File: config.mk
export PLATFORM = sky130hd
export DESIGN_NAME = spc_top
export DESIGN_NICKNAME = d
export VERILOG_FILES = /design/src/pkg/spc_pkg.sv /design/src/pkg/spc_shift_if.sv /design/src/rtl/spc_shifter.sv /design/src/rtl/spc_top.sv
export SDC_FILE = /design/constraint.sdc
export NUM_CORES = 1
export LEC_CHECK = 0
export ABC_CLOCK_PERIOD_IN_PS = 2000
export BUFFER_PORTS_ARGS = -buffer_cell sky130_fd_sc_hd__buf_2
export CAP_MARGIN = 10
export CORE_MARGIN = 2
export CORE_UTILIZATION = 46
export CTS_BUF_LIST = sky130_fd_sc_hd__clkbuf_2
export DETAILED_ROUTE_END_ITERATION = 12
export PLACE_DENSITY = 0.78
export SLEW_MARGIN = 20
export SYNTH_ARGS = -nofsm -noshare
export SYNTH_HDL_FRONTEND = slang
export SYNTH_SLANG_ARGS = --single-unit
File: constraint.sdc
create_clock -name aclk -period 2 [get_ports aclk]
set_input_delay 0.4 -clock aclk [delete_from_list [all_inputs] [get_ports aclk]]
set_output_delay 0.4 -clock aclk [all_outputs]
set_load 0.05 [all_outputs]
File: src/pkg/spc_pkg.sv
package spc_pkg;
   // ==================================================
   // Register indices and byte addresses
   localparam logic [7:0] IDX_CTRL  = 8'h14;
   localparam logic [7:0] IDX_FLAGS = 8'h15;
   localparam logic [7:0] IDX_TXD   = 8'h16;
   localparam logic [7:0] IDX_RXD   = 8'h17;
   localparam logic [7:0] IDX_MASK  = 8'h18;
   localparam logic [9:0] ADDR_CTRL  = {IDX_CTRL, 2'b00};
   localparam logic [9:0] ADDR_FLAGS = {IDX_FLAGS, 2'b00};
   localparam logic [9:0] ADDR_TXD   = {IDX_TXD, 2'b00};
   localparam logic [9:0] ADDR_RXD   = {IDX_RXD, 2'b00};
   localparam logic [9:0] ADDR_MASK  = {IDX_MASK, 2'b00};
   // ==================================================
   // Control register fields
   localparam int CTL_IRQ_EN = 7;
   localparam int CTL_PE     = 6;
   localparam int CTL_RATE_HALF_DIVIDER_OFF   = 5;
   localparam int CTL_MASTER_SELECT   = 4;
   localparam int CTL_CLOCK_POLARITY   = 3;
   localparam int CTL_CLOCK_PHASE   = 2;
   localparam int CTL_RATE_SEL_HI   = 1;
   localparam int CTL_RATE_SEL_LO   = 0;
   // ==================================================
   // Flags and select register fields
   localparam int FLG_DONE = 7;
   localparam int FLG_WRITE_COLLISION_FLAG = 6;
   localparam int FLG_OVR  = 5;
   localparam int FLG_MODE_FAULT_FLAG = 4;
   localparam int FLG_SOD  = 2;
   localparam int FLG_SSM  = 1;
   localparam int FLG_SSI  = 0;
   // ==================================================
   // Reset values and bus answers
   localparam logic [7:0] CTRL_RST  = 8'h00;
   localparam logic [7:0] FLAGS_RST = 8'h00;
   localparam logic [7:0] DATA_RST  = 8'h00;
   localparam logic [1:0] RESP_OKAY   = 2'b00;
   localparam logic [1:0] RESP_SLVERR = 2'b10;
   // ==================================================
   // Serial clock half periods in core clocks
   localparam logic [5:0] HALF_DIV2  = 6'h01;
   localparam logic [5:0] HALF_DIV4  = 6'h02;
   localparam logic [5:0] HALF_DIV8  = 6'h04;
   localparam logic [5:0] HALF_DIV16 = 6'h08;
   localparam logic [5:0] HALF_DIV32 = 6'h10;
   localparam logic [5:0] HALF_DIV64 = 6'h20;
   localparam logic [3:0] LAST_EDGE  = 4'hf;
endpackage

File: src/pkg/spc_shift_if.sv
`timescale 1ns/1ps
interface spc_shift_if;
   logic       enable;
   logic       master;
   logic       clock_polarity;
   logic       clock_phase;
   logic [5:0] half_cnt;
   logic       selected;
   logic       load;
   logic [7:0] load_data;
   logic       sck_in;
   logic       din;
   logic       sck_out;
   logic       dout;
   logic       active;
   logic       done;
   logic [7:0] rx_byte;
   modport ctl (output enable, master, clock_polarity, clock_phase, half_cnt, selected, load, load_data,
                sck_in, din, input sck_out, dout, active, done, rx_byte);
   modport eng (input enable, master, clock_polarity, clock_phase, half_cnt, selected, load, load_data,
                sck_in, din, output sck_out, dout, active, done, rx_byte);
endinterface

File: src/rtl/spc_shifter.sv
`timescale 1ns/1ps
module spc_shifter (
   input wire logic aclk,
   input wire logic aresetn,
   spc_shift_if.eng sh
);
   import spc_pkg::*;
   logic [5:0] div_cnt;
   logic [3:0] edge_cnt;
   logic       running;
   logic       sck_lvl;
   logic       sck_prev;
   logic [7:0] tx_sr;
   logic [7:0] rx_sr;
   logic       tick;
   logic       slave_edge;
   logic       edge_ev;
   logic       sample_ev;
   logic       last_ev;
   logic       abort;

   assign abort      = !sh.enable || (!sh.master && !sh.selected);
   assign tick       = sh.master && running && (div_cnt == sh.half_cnt - 6'h01);
   assign slave_edge = !sh.master && sh.selected && (sh.sck_in != sck_prev);
   assign edge_ev    = tick || slave_edge;
   assign sample_ev  = edge_ev && (edge_cnt[0] == sh.clock_phase);
   assign last_ev    = edge_ev && (edge_cnt == LAST_EDGE);
   assign sh.sck_out = sh.clock_polarity ^ sck_lvl;
   assign sh.dout    = tx_sr[7];
   // Slave with phase 0 is busy from select, since the first edge is unknown
   assign sh.active  = sh.master ? running : (sh.clock_phase ? running : sh.selected);

   // ==================================================
   // Rate divider and edge sequencing
   always_ff @(posedge aclk) begin
      if (!aresetn || abort) begin
         div_cnt  <= 6'h00;
         edge_cnt <= 4'h0;
         running  <= 1'b0;
         sck_lvl  <= 1'b0;
      end else if (sh.master && sh.load && !running) begin
         div_cnt  <= 6'h00;
         edge_cnt <= 4'h0;
         running  <= 1'b1;
         sck_lvl  <= 1'b0;
      end else begin
         if (running && sh.master) begin
            div_cnt <= tick ? 6'h00 : div_cnt + 6'h01;
         end
         if (tick) begin
            sck_lvl <= !sck_lvl;
         end
         if (edge_ev) begin
            edge_cnt <= edge_cnt + 4'h1;
            running  <= !last_ev;
         end
      end
   end

   always_ff @(posedge aclk) begin
      if (!aresetn) begin
         // Tracks the pin through reset, so an idle-high clock gives no false edge
         sck_prev <= sh.sck_in;
      end else begin
         sck_prev <= sh.sck_in;
      end
   end

   // ==================================================
   // Shift registers, msb first
   always_ff @(posedge aclk) begin
      if (!aresetn) begin
         tx_sr <= DATA_RST;
         rx_sr <= DATA_RST;
      end else if (sh.load && !sh.active) begin
         tx_sr <= sh.load_data;
      end else if (sample_ev) begin
         rx_sr <= {rx_sr[6:0], sh.din};
      end else if (edge_ev && edge_cnt != 4'h0) begin
         tx_sr <= {tx_sr[6:0], 1'b0};
      end
   end

   always_ff @(posedge aclk) begin
      if (!aresetn) begin
         sh.done    <= 1'b0;
         sh.rx_byte <= DATA_RST;
      end else begin
         sh.done <= last_ev;
         if (last_ev) begin
            sh.rx_byte <= sample_ev ? {rx_sr[6:0], sh.din} : rx_sr;
         end
      end
   end
endmodule

File: src/rtl/spc_top.sv
`timescale 1ns/1ps
module spc_top (
   input  wire logic        aclk,
   input  wire logic        aresetn,
   input  wire logic [31:0] s_axi_awaddr,
   input  wire logic        s_axi_awvalid,
   output wire logic        s_axi_awready,
   input  wire logic [31:0] s_axi_wdata,
   input  wire logic [3:0]  s_axi_wstrb,
   input  wire logic        s_axi_wvalid,
   output wire logic        s_axi_wready,
   output logic      [1:0]  s_axi_bresp,
   output logic             s_axi_bvalid,
   input  wire logic        s_axi_bready,
   input  wire logic [31:0] s_axi_araddr,
   input  wire logic        s_axi_arvalid,
   output wire logic        s_axi_arready,
   output logic      [31:0] s_axi_rdata,
   output logic      [1:0]  s_axi_rresp,
   output logic             s_axi_rvalid,
   input  wire logic        s_axi_rready,
   input  wire logic        halt_mode,
   input  wire logic        sck_i,
   output wire logic        sck_o,
   output wire logic        sck_oe,
   input  wire logic        mosi_i,
   output wire logic        mosi_o,
   output wire logic        mosi_oe,
   input  wire logic        miso_i,
   output wire logic        miso_o,
   output wire logic        miso_oe,
   input  wire logic        ss_n_i,
   output wire logic        pins_to_port,
   output wire logic        irq,
   output wire logic        wake_req
);
   import spc_pkg::*;

   spc_shift_if sh ();

   logic [7:0]  ctrl_reg;
   logic        transfer_done_flag;
   logic        write_collision_flag;
   logic        overrun_flag;
   logic        mode_fault_flag;
   logic        output_disable;
   logic        select_source_mode;
   logic        internal_select_level;
   logic        irq_mask_bit;
   logic [7:0]  tx_data;
   logic [7:0]  rx_buf;
   logic        done_armed;
   logic        write_collision_flag_armed;
   logic        mode_fault_flag_armed;
   logic        aw_held;
   logic        w_held;
   logic [9:0]  aw_addr;
   logic [7:0]  w_data;
   logic        w_lane0;
   logic        wr_go;
   logic        rd_go;
   logic [9:0]  rd_addr;
   logic        wr_ctrl;
   logic        wr_flags;
   logic        wr_txd;
   logic        wr_mask;
   logic        rd_flags;
   logic        rd_rxd;
   logic        wr_hit;
   logic        rd_hit;
   logic        ss_low;
   logic        mode_fault_ev;
   logic        tx_accept;
   logic        collision;
   logic [7:0]  flags_view;
   logic [7:0]  rd_val;
   logic [7:0]  next_ctrl;
   logic [5:0]  next_half;
   logic        irq_enable;
   logic        port_enable;
   logic        master_select;

   assign irq_enable    = ctrl_reg[CTL_IRQ_EN];
   assign port_enable   = ctrl_reg[CTL_PE];
   assign master_select = ctrl_reg[CTL_MASTER_SELECT];

   // ==================================================
   // AXI4-Lite write channel
   assign s_axi_awready = !aw_held && !s_axi_bvalid;
   assign s_axi_wready  = !w_held && !s_axi_bvalid;
   assign wr_go         = aw_held && w_held && !s_axi_bvalid;
   assign wr_hit        = (aw_addr == ADDR_CTRL) || (aw_addr == ADDR_FLAGS)
                       || (aw_addr == ADDR_TXD) || (aw_addr == ADDR_MASK);
   assign wr_ctrl       = wr_go && w_lane0 && (aw_addr == ADDR_CTRL);
   assign wr_flags      = wr_go && w_lane0 && (aw_addr == ADDR_FLAGS);
   assign wr_txd        = wr_go && w_lane0 && (aw_addr == ADDR_TXD);
   assign wr_mask       = wr_go && w_lane0 && (aw_addr == ADDR_MASK);

   always_ff @(posedge aclk) begin
      if (!aresetn) begin
         aw_held <= 1'b0;
         aw_addr <= 10'h000;
      end else if (s_axi_awvalid && s_axi_awready) begin
         aw_held <= 1'b1;
         aw_addr <= {s_axi_awaddr[9:2], 2'b00};
      end else if (wr_go) begin
         aw_held <= 1'b0;
      end
   end

   always_ff @(posedge aclk) begin
      if (!aresetn) begin
         w_held  <= 1'b0;
         w_data  <= DATA_RST;
         w_lane0 <= 1'b0;
      end else if (s_axi_wvalid && s_axi_wready) begin
         w_held  <= 1'b1;
         w_data  <= s_axi_wdata[7:0];
         w_lane0 <= s_axi_wstrb[0];
      end else if (wr_go) begin
         w_held <= 1'b0;
      end
   end

   always_ff @(posedge aclk) begin
      if (!aresetn) begin
         s_axi_bvalid <= 1'b0;
         s_axi_bresp  <= RESP_OKAY;
      end else if (wr_go) begin
         s_axi_bvalid <= 1'b1;
         s_axi_bresp  <= wr_hit ? RESP_OKAY : RESP_SLVERR;
      end else if (s_axi_bready) begin
         s_axi_bvalid <= 1'b0;
      end
   end

   // ==================================================
   // AXI4-Lite read channel
   assign s_axi_arready = !s_axi_rvalid;
   assign rd_go         = s_axi_arvalid && s_axi_arready;
   assign rd_addr       = {s_axi_araddr[9:2], 2'b00};
   assign rd_flags      = rd_go && (rd_addr == ADDR_FLAGS);
   assign rd_rxd        = rd_go && (rd_addr == ADDR_RXD);
   assign rd_hit        = (rd_addr == ADDR_CTRL) || (rd_addr == ADDR_FLAGS)
                       || (rd_addr == ADDR_RXD) || (rd_addr == ADDR_MASK)
                       || (rd_addr == ADDR_TXD);

   assign flags_view = {transfer_done_flag, write_collision_flag, overrun_flag,
                        mode_fault_flag, 1'b0, output_disable, select_source_mode,
                        internal_select_level};

   always_comb begin
      rd_val = 8'h00;
      unique case (rd_addr)
         ADDR_CTRL:  rd_val = ctrl_reg;
         ADDR_FLAGS: rd_val = flags_view;
         ADDR_RXD:   rd_val = rx_buf;
         ADDR_MASK:  rd_val = {7'h00, irq_mask_bit};
         default:    rd_val = 8'h00;
      endcase
   end

   always_ff @(posedge aclk) begin
      if (!aresetn) begin
         s_axi_rvalid <= 1'b0;
         s_axi_rdata  <= 32'h0000_0000;
         s_axi_rresp  <= RESP_OKAY;
      end else if (rd_go) begin
         s_axi_rvalid <= 1'b1;
         s_axi_rdata  <= {24'h00_0000, rd_val};
         s_axi_rresp  <= rd_hit ? RESP_OKAY : RESP_SLVERR;
      end else if (s_axi_rready) begin
         s_axi_rvalid <= 1'b0;
      end
   end

   // ==================================================
   // Select, fault and control register
   assign ss_low        = select_source_mode ? !internal_select_level : !ss_n_i;
   assign mode_fault_ev = master_select && ss_low;

   always_comb begin
      next_ctrl = ctrl_reg;
      if (wr_ctrl) begin
         next_ctrl = w_data;
         if (mode_fault_flag && !mode_fault_flag_armed) begin
            next_ctrl[CTL_PE]   = ctrl_reg[CTL_PE];
            next_ctrl[CTL_MASTER_SELECT] = ctrl_reg[CTL_MASTER_SELECT];
         end
      end
      if (mode_fault_ev) begin
         next_ctrl[CTL_PE]   = 1'b0;
         next_ctrl[CTL_MASTER_SELECT] = 1'b0;
      end
   end

   always_ff @(posedge aclk) begin
      if (!aresetn) begin
         ctrl_reg <= CTRL_RST;
      end else begin
         ctrl_reg <= next_ctrl;
      end
   end

   always_ff @(posedge aclk) begin
      if (!aresetn) begin
         mode_fault_flag <= 1'b0;
         mode_fault_flag_armed      <= 1'b0;
      end else if (mode_fault_ev) begin
         mode_fault_flag <= 1'b1;
         mode_fault_flag_armed      <= 1'b0;
      end else if (wr_ctrl && mode_fault_flag_armed) begin
         mode_fault_flag <= 1'b0;
         mode_fault_flag_armed      <= 1'b0;
      end else if ((rd_flags || wr_flags) && mode_fault_flag) begin
         mode_fault_flag_armed <= 1'b1;
      end
   end

   always_ff @(posedge aclk) begin
      if (!aresetn) begin
         output_disable        <= 1'b0;
         select_source_mode    <= 1'b0;
         internal_select_level <= 1'b0;
         irq_mask_bit          <= 1'b0;
      end else begin
         if (wr_flags) begin
            output_disable        <= w_data[FLG_SOD];
            select_source_mode    <= w_data[FLG_SSM];
            internal_select_level <= w_data[FLG_SSI];
         end
         if (wr_mask) begin
            irq_mask_bit <= w_data[0];
         end
      end
   end

   // ==================================================
   // Transmit data and write collision
   assign collision = wr_txd && sh.active;
   assign tx_accept = wr_txd && !sh.active && (!transfer_done_flag || done_armed);

   always_ff @(posedge aclk) begin
      if (!aresetn) begin
         tx_data <= DATA_RST;
      end else if (tx_accept) begin
         tx_data <= w_data;
      end
   end

   always_ff @(posedge aclk) begin
      if (!aresetn) begin
         write_collision_flag <= 1'b0;
         write_collision_flag_armed           <= 1'b0;
      end else if (collision) begin
         write_collision_flag <= 1'b1;
         write_collision_flag_armed           <= 1'b0;
      end else if (rd_rxd && write_collision_flag_armed) begin
         write_collision_flag <= 1'b0;
         write_collision_flag_armed           <= 1'b0;
      end else if (rd_flags && write_collision_flag) begin
         write_collision_flag_armed <= 1'b1;
      end
   end

   // ==================================================
   // Transfer done, receive buffer and overrun
   always_ff @(posedge aclk) begin
      if (!aresetn) begin
         transfer_done_flag <= 1'b0;
         done_armed         <= 1'b0;
      end else if (sh.done) begin
         transfer_done_flag <= 1'b1;
         done_armed         <= 1'b0;
      end else if ((rd_rxd || tx_accept) && done_armed) begin
         transfer_done_flag <= 1'b0;
         done_armed         <= 1'b0;
      end else if ((rd_flags || wr_flags) && transfer_done_flag) begin
         done_armed <= 1'b1;
      end
   end

   always_ff @(posedge aclk) begin
      if (!aresetn) begin
         rx_buf       <= DATA_RST;
         overrun_flag <= 1'b0;
      end else if (sh.done && transfer_done_flag) begin
         overrun_flag <= 1'b1;
      end else if (sh.done) begin
         rx_buf <= sh.rx_byte;
      end else if ((rd_rxd || tx_accept) && done_armed) begin
         overrun_flag <= 1'b0;
      end
   end

   // ==================================================
   // Rate select and shift engine
   always_comb begin
      unique case ({ctrl_reg[CTL_RATE_HALF_DIVIDER_OFF], ctrl_reg[CTL_RATE_SEL_HI], ctrl_reg[CTL_RATE_SEL_LO]})
         3'b100:  next_half = HALF_DIV2;
         3'b000:  next_half = HALF_DIV4;
         3'b001:  next_half = HALF_DIV8;
         3'b110:  next_half = HALF_DIV16;
         3'b010:  next_half = HALF_DIV32;
         default: next_half = HALF_DIV64;
      endcase
   end

   assign sh.enable    = port_enable;
   assign sh.master    = master_select;
   assign sh.clock_polarity      = ctrl_reg[CTL_CLOCK_POLARITY];
   assign sh.clock_phase      = ctrl_reg[CTL_CLOCK_PHASE];
   assign sh.half_cnt  = next_half;
   assign sh.selected  = ss_low;
   assign sh.load      = tx_accept;
   assign sh.load_data = w_data;
   assign sh.sck_in    = sck_i;
   assign sh.din       = master_select ? miso_i : mosi_i;

   spc_shifter u_shifter (
      .aclk    (aclk),
      .aresetn (aresetn),
      .sh      (sh)
   );

   // ==================================================
   // Pins, interrupt and wake
   assign pins_to_port = port_enable;
   assign sck_o        = sh.sck_out;
   assign sck_oe       = port_enable && master_select;
   assign mosi_o       = sh.dout;
   assign mosi_oe      = port_enable && master_select && !output_disable;
   assign miso_o       = sh.dout;
   assign miso_oe      = port_enable && !master_select && ss_low && !output_disable;
   assign irq          = irq_enable && irq_mask_bit
                      && (transfer_done_flag || mode_fault_flag);
   assign wake_req     = irq && !halt_mode;
endmodule

==> results.toml <==
[grt]
grtUsageTotal_pct = 19.0
grt_pass1_vias = 3447
antenna_found_initial = 0
grt_max_degree = 39
overflow = 0
met2_usage_pct = 31.7
grt_pass1_wl_mm = 15.8
grt.busiest_layer = "met2"
grtUsageMet3_pct = 3.76
use_met1_pct = 24.3

[pwr]
powerDensity_nw_per_um2 = 594
finalPower_mw = 3.23
p_leak_nw = 2.23
vdd_drop_max_v = 0.000389

[timing]
hold_viol = 0
fin_crit_ns = 2.08
slew_violations = 0
finClkSkew_ns = 0.0334
timing.hold.ws_ns = 0.0605
rsz0062_at_grt = "yes"
fmax_ghz = 0.480
period_share_pct = 104
layout_setup_ws_ns = -0.0842
setup_viol = 26

[final_layout]
antenna_cells = 0
final_cell_mix = "nand2_1 (86), dfxtp_1 (81), buf_2 (56)"
fin_nets = 725
regArea_um2 = 1950
syn_to_final_growth_pct = 22.3
fin_cells = 744
multi_input_area_um2 = 2450
final_common_cell = "nand2_1"
drive_gt1_share_pct = 28.3
n_fill_cell = 814

[cts]
clockBufferDepth = 2
clockRootBuffer = "clkbuf_2"
cts_num_sinks = 96
cts-buffers-inserted = 9
h-tree-depth = 3
cts_tree = "built"
insertion_delay_ns = 0.54
clk_pin_slew_ns = 0.26

[routing]
wl_per_cell_um = 13.6
first_pass_iters = 7
via_per_inst = 5.19
antenna_left = 0
drt_wl_total_mm = 10.1
vias = 3865
drc_errors = 0
drtIter0Drc = 224

[floorplan]
fp.dieW_um = 102
die_h_um = 102
die-area_um2 = 10500
core.rowCount = 35
initial_utilization_pct = 47.7
num_io_pins = 162
coreArea_um2 = 9330

[worst_setup_path]
crit_chain = "or4b_4, nor4b_4, buf_4, and2_4, a41o_1, buf_6, a21oi_2"
start_kind = "flop"
slowest_stage = "or4b_4"
path_class = "reg -> reg"
worst-path-buf-inv = 2
crit_family = "simple AND/OR/NAND/NOR gates"
cpPeakStageDelay_ns = 0.56
cp_max_fo = 7
crit_required_ns = 2.44
cp.arrival_ns = 2.53
worst_setup_path_end_kind = "flop"

[place]
place_inst = 714
numPortBuffers = 60
dp_hpwl_mm = 7.19
gp_congestion = 0.888
dp_slack_ns = -0.117

[outcome]
violations = "setup timing"
outcome = "finished, violations left"

[hold_path]
hold_path_class = "in -> reg"

[yosys]
synthDistinctLibCells = 58
netlist_area_um2 = 4450
yosys_warnings = 0
synthFlopType = "dfxtp_1"
yosysSeqAreaShare_pct = 43.2
syn_inst = 521
synth_top_area_share_pct = 43.2
synth_area_leaders = "dfxtp_1 (43%), nand2_1 (7.3%), mux2i_1 (6.1%)"
yosysTopAreaCell = "dfxtp_1"
synth-async-reset-ratio_pct = 0
avgSynthCellArea_um2 = 8.55
synth.ff_latch_count = 96
synth_edf_count = 0

[job]
max_cap_violations = 0
==> cell families (layout without fill, tap and decap cells) <==
group / after synthesis / in the layout / synth area share (%)
other cells: 1 / 26 / 0.0842
xor+xnor: 12 / 12 / 2.36
flops: 96 / 96 / 43.2
buf+inv: 63 / 132 / 8.23
fa+ha+maj: 3 / 3 / 0.843
compound gates: 109 / 109 / 16.7
mux: 28 / 28 / 6.41
simple gates: 209 / 209 / 22.2
==> power by group <==
part	switching (mW)	internal [mW]
Combinational	0.288	0.110
Clock	0.673	0.178
Sequential	0.0343	1.95
==> worst min-delay path, stage by stage <==
cell,delay (ns)
buf_2,0.10
nand2_1,0.05
a21oi_1,0.05
==> Yosys cell counts (all sizes together), types with 2 or more instances <==
cell      n
clkbuf   17
a222oi    6
nand2b   11
nor4b     2
and2      9
o211a     3
or4b      2
nor2     59
a22oi     3
a2bb2oi   7
o21ai    16
nor3      4
a221oi    3
a21oi    45
dfxtp    96
nand4     4
mux2i    27
nand3     9
a211oi    9
nand3b    3
xor2      8
and3b     2
inv      13
nand2    89
ha        3
a31oi     8
buf      33
nor2b     7
xnor2     4
and3      2
==> per-layer routing <==
metal / up-vias / wire (um)
li1: 1927 / -
met1: 1770 / 4640
met2: 152 / 4650
met3: 16 / 637
met4: 0 / 164
met5: - / 0
==> final timing paths <==
kind                                           start                                 end  slack (ns)  cells past startpoint
setup reg to reg             aw_addr[9]$_SDFFE_PN0P_  u_shifter.edge_cnt[1]$_SDFFE_PP0P_       -0.08                      7
hold / removal                       s_axi_awaddr[7]             aw_addr[7]$_SDFFE_PN0P_        0.06                      3
hold reg to reg   mode_fault_flag_armed$_SDFFE_PP0P_  mode_fault_flag_armed$_SDFFE_PP0P_        0.47                      2
setup / recovery             aw_addr[9]$_SDFFE_PN0P_  u_shifter.edge_cnt[1]$_SDFFE_PP0P_       -0.08                      7
==> final cells by class <==
| type | instances | area share, % |
|---|---|---|
| clock buffers | 9 | 0.827 |
| repair buffers | 103 | 13.5 |
| clock inverters | 7 | 1.01 |
| inverters | 13 | 0.896 |
| well taps | 129 | 2.96 |
| flip-flops and latches | 96 | 35.8 |
| multi-input cells | 387 | 45.0 |
==> metrics by stage <==
stage               area (um2)  TNS [ns]  util (%)
floorplan                 4580    -0.230         -
global placement          4970  -0.00113      53.3
detailed placement        4970     -2.01      53.3
CTS                       5140     -2.55      55.1
global route              5440     -4.49      58.4
finish                    5440    -0.823      58.4
==> what timing repair did <==
item,in CTS,in global routing
hold buffers,2,0
setup endpoints to repair,46,54
gates cloned,0,2
buffers inserted,1,9
resized for setup,19,58
pin swaps,5,26
endpoints found under the hold margin,2,0
No activity file was read; power rests on OpenSTA's default activity.
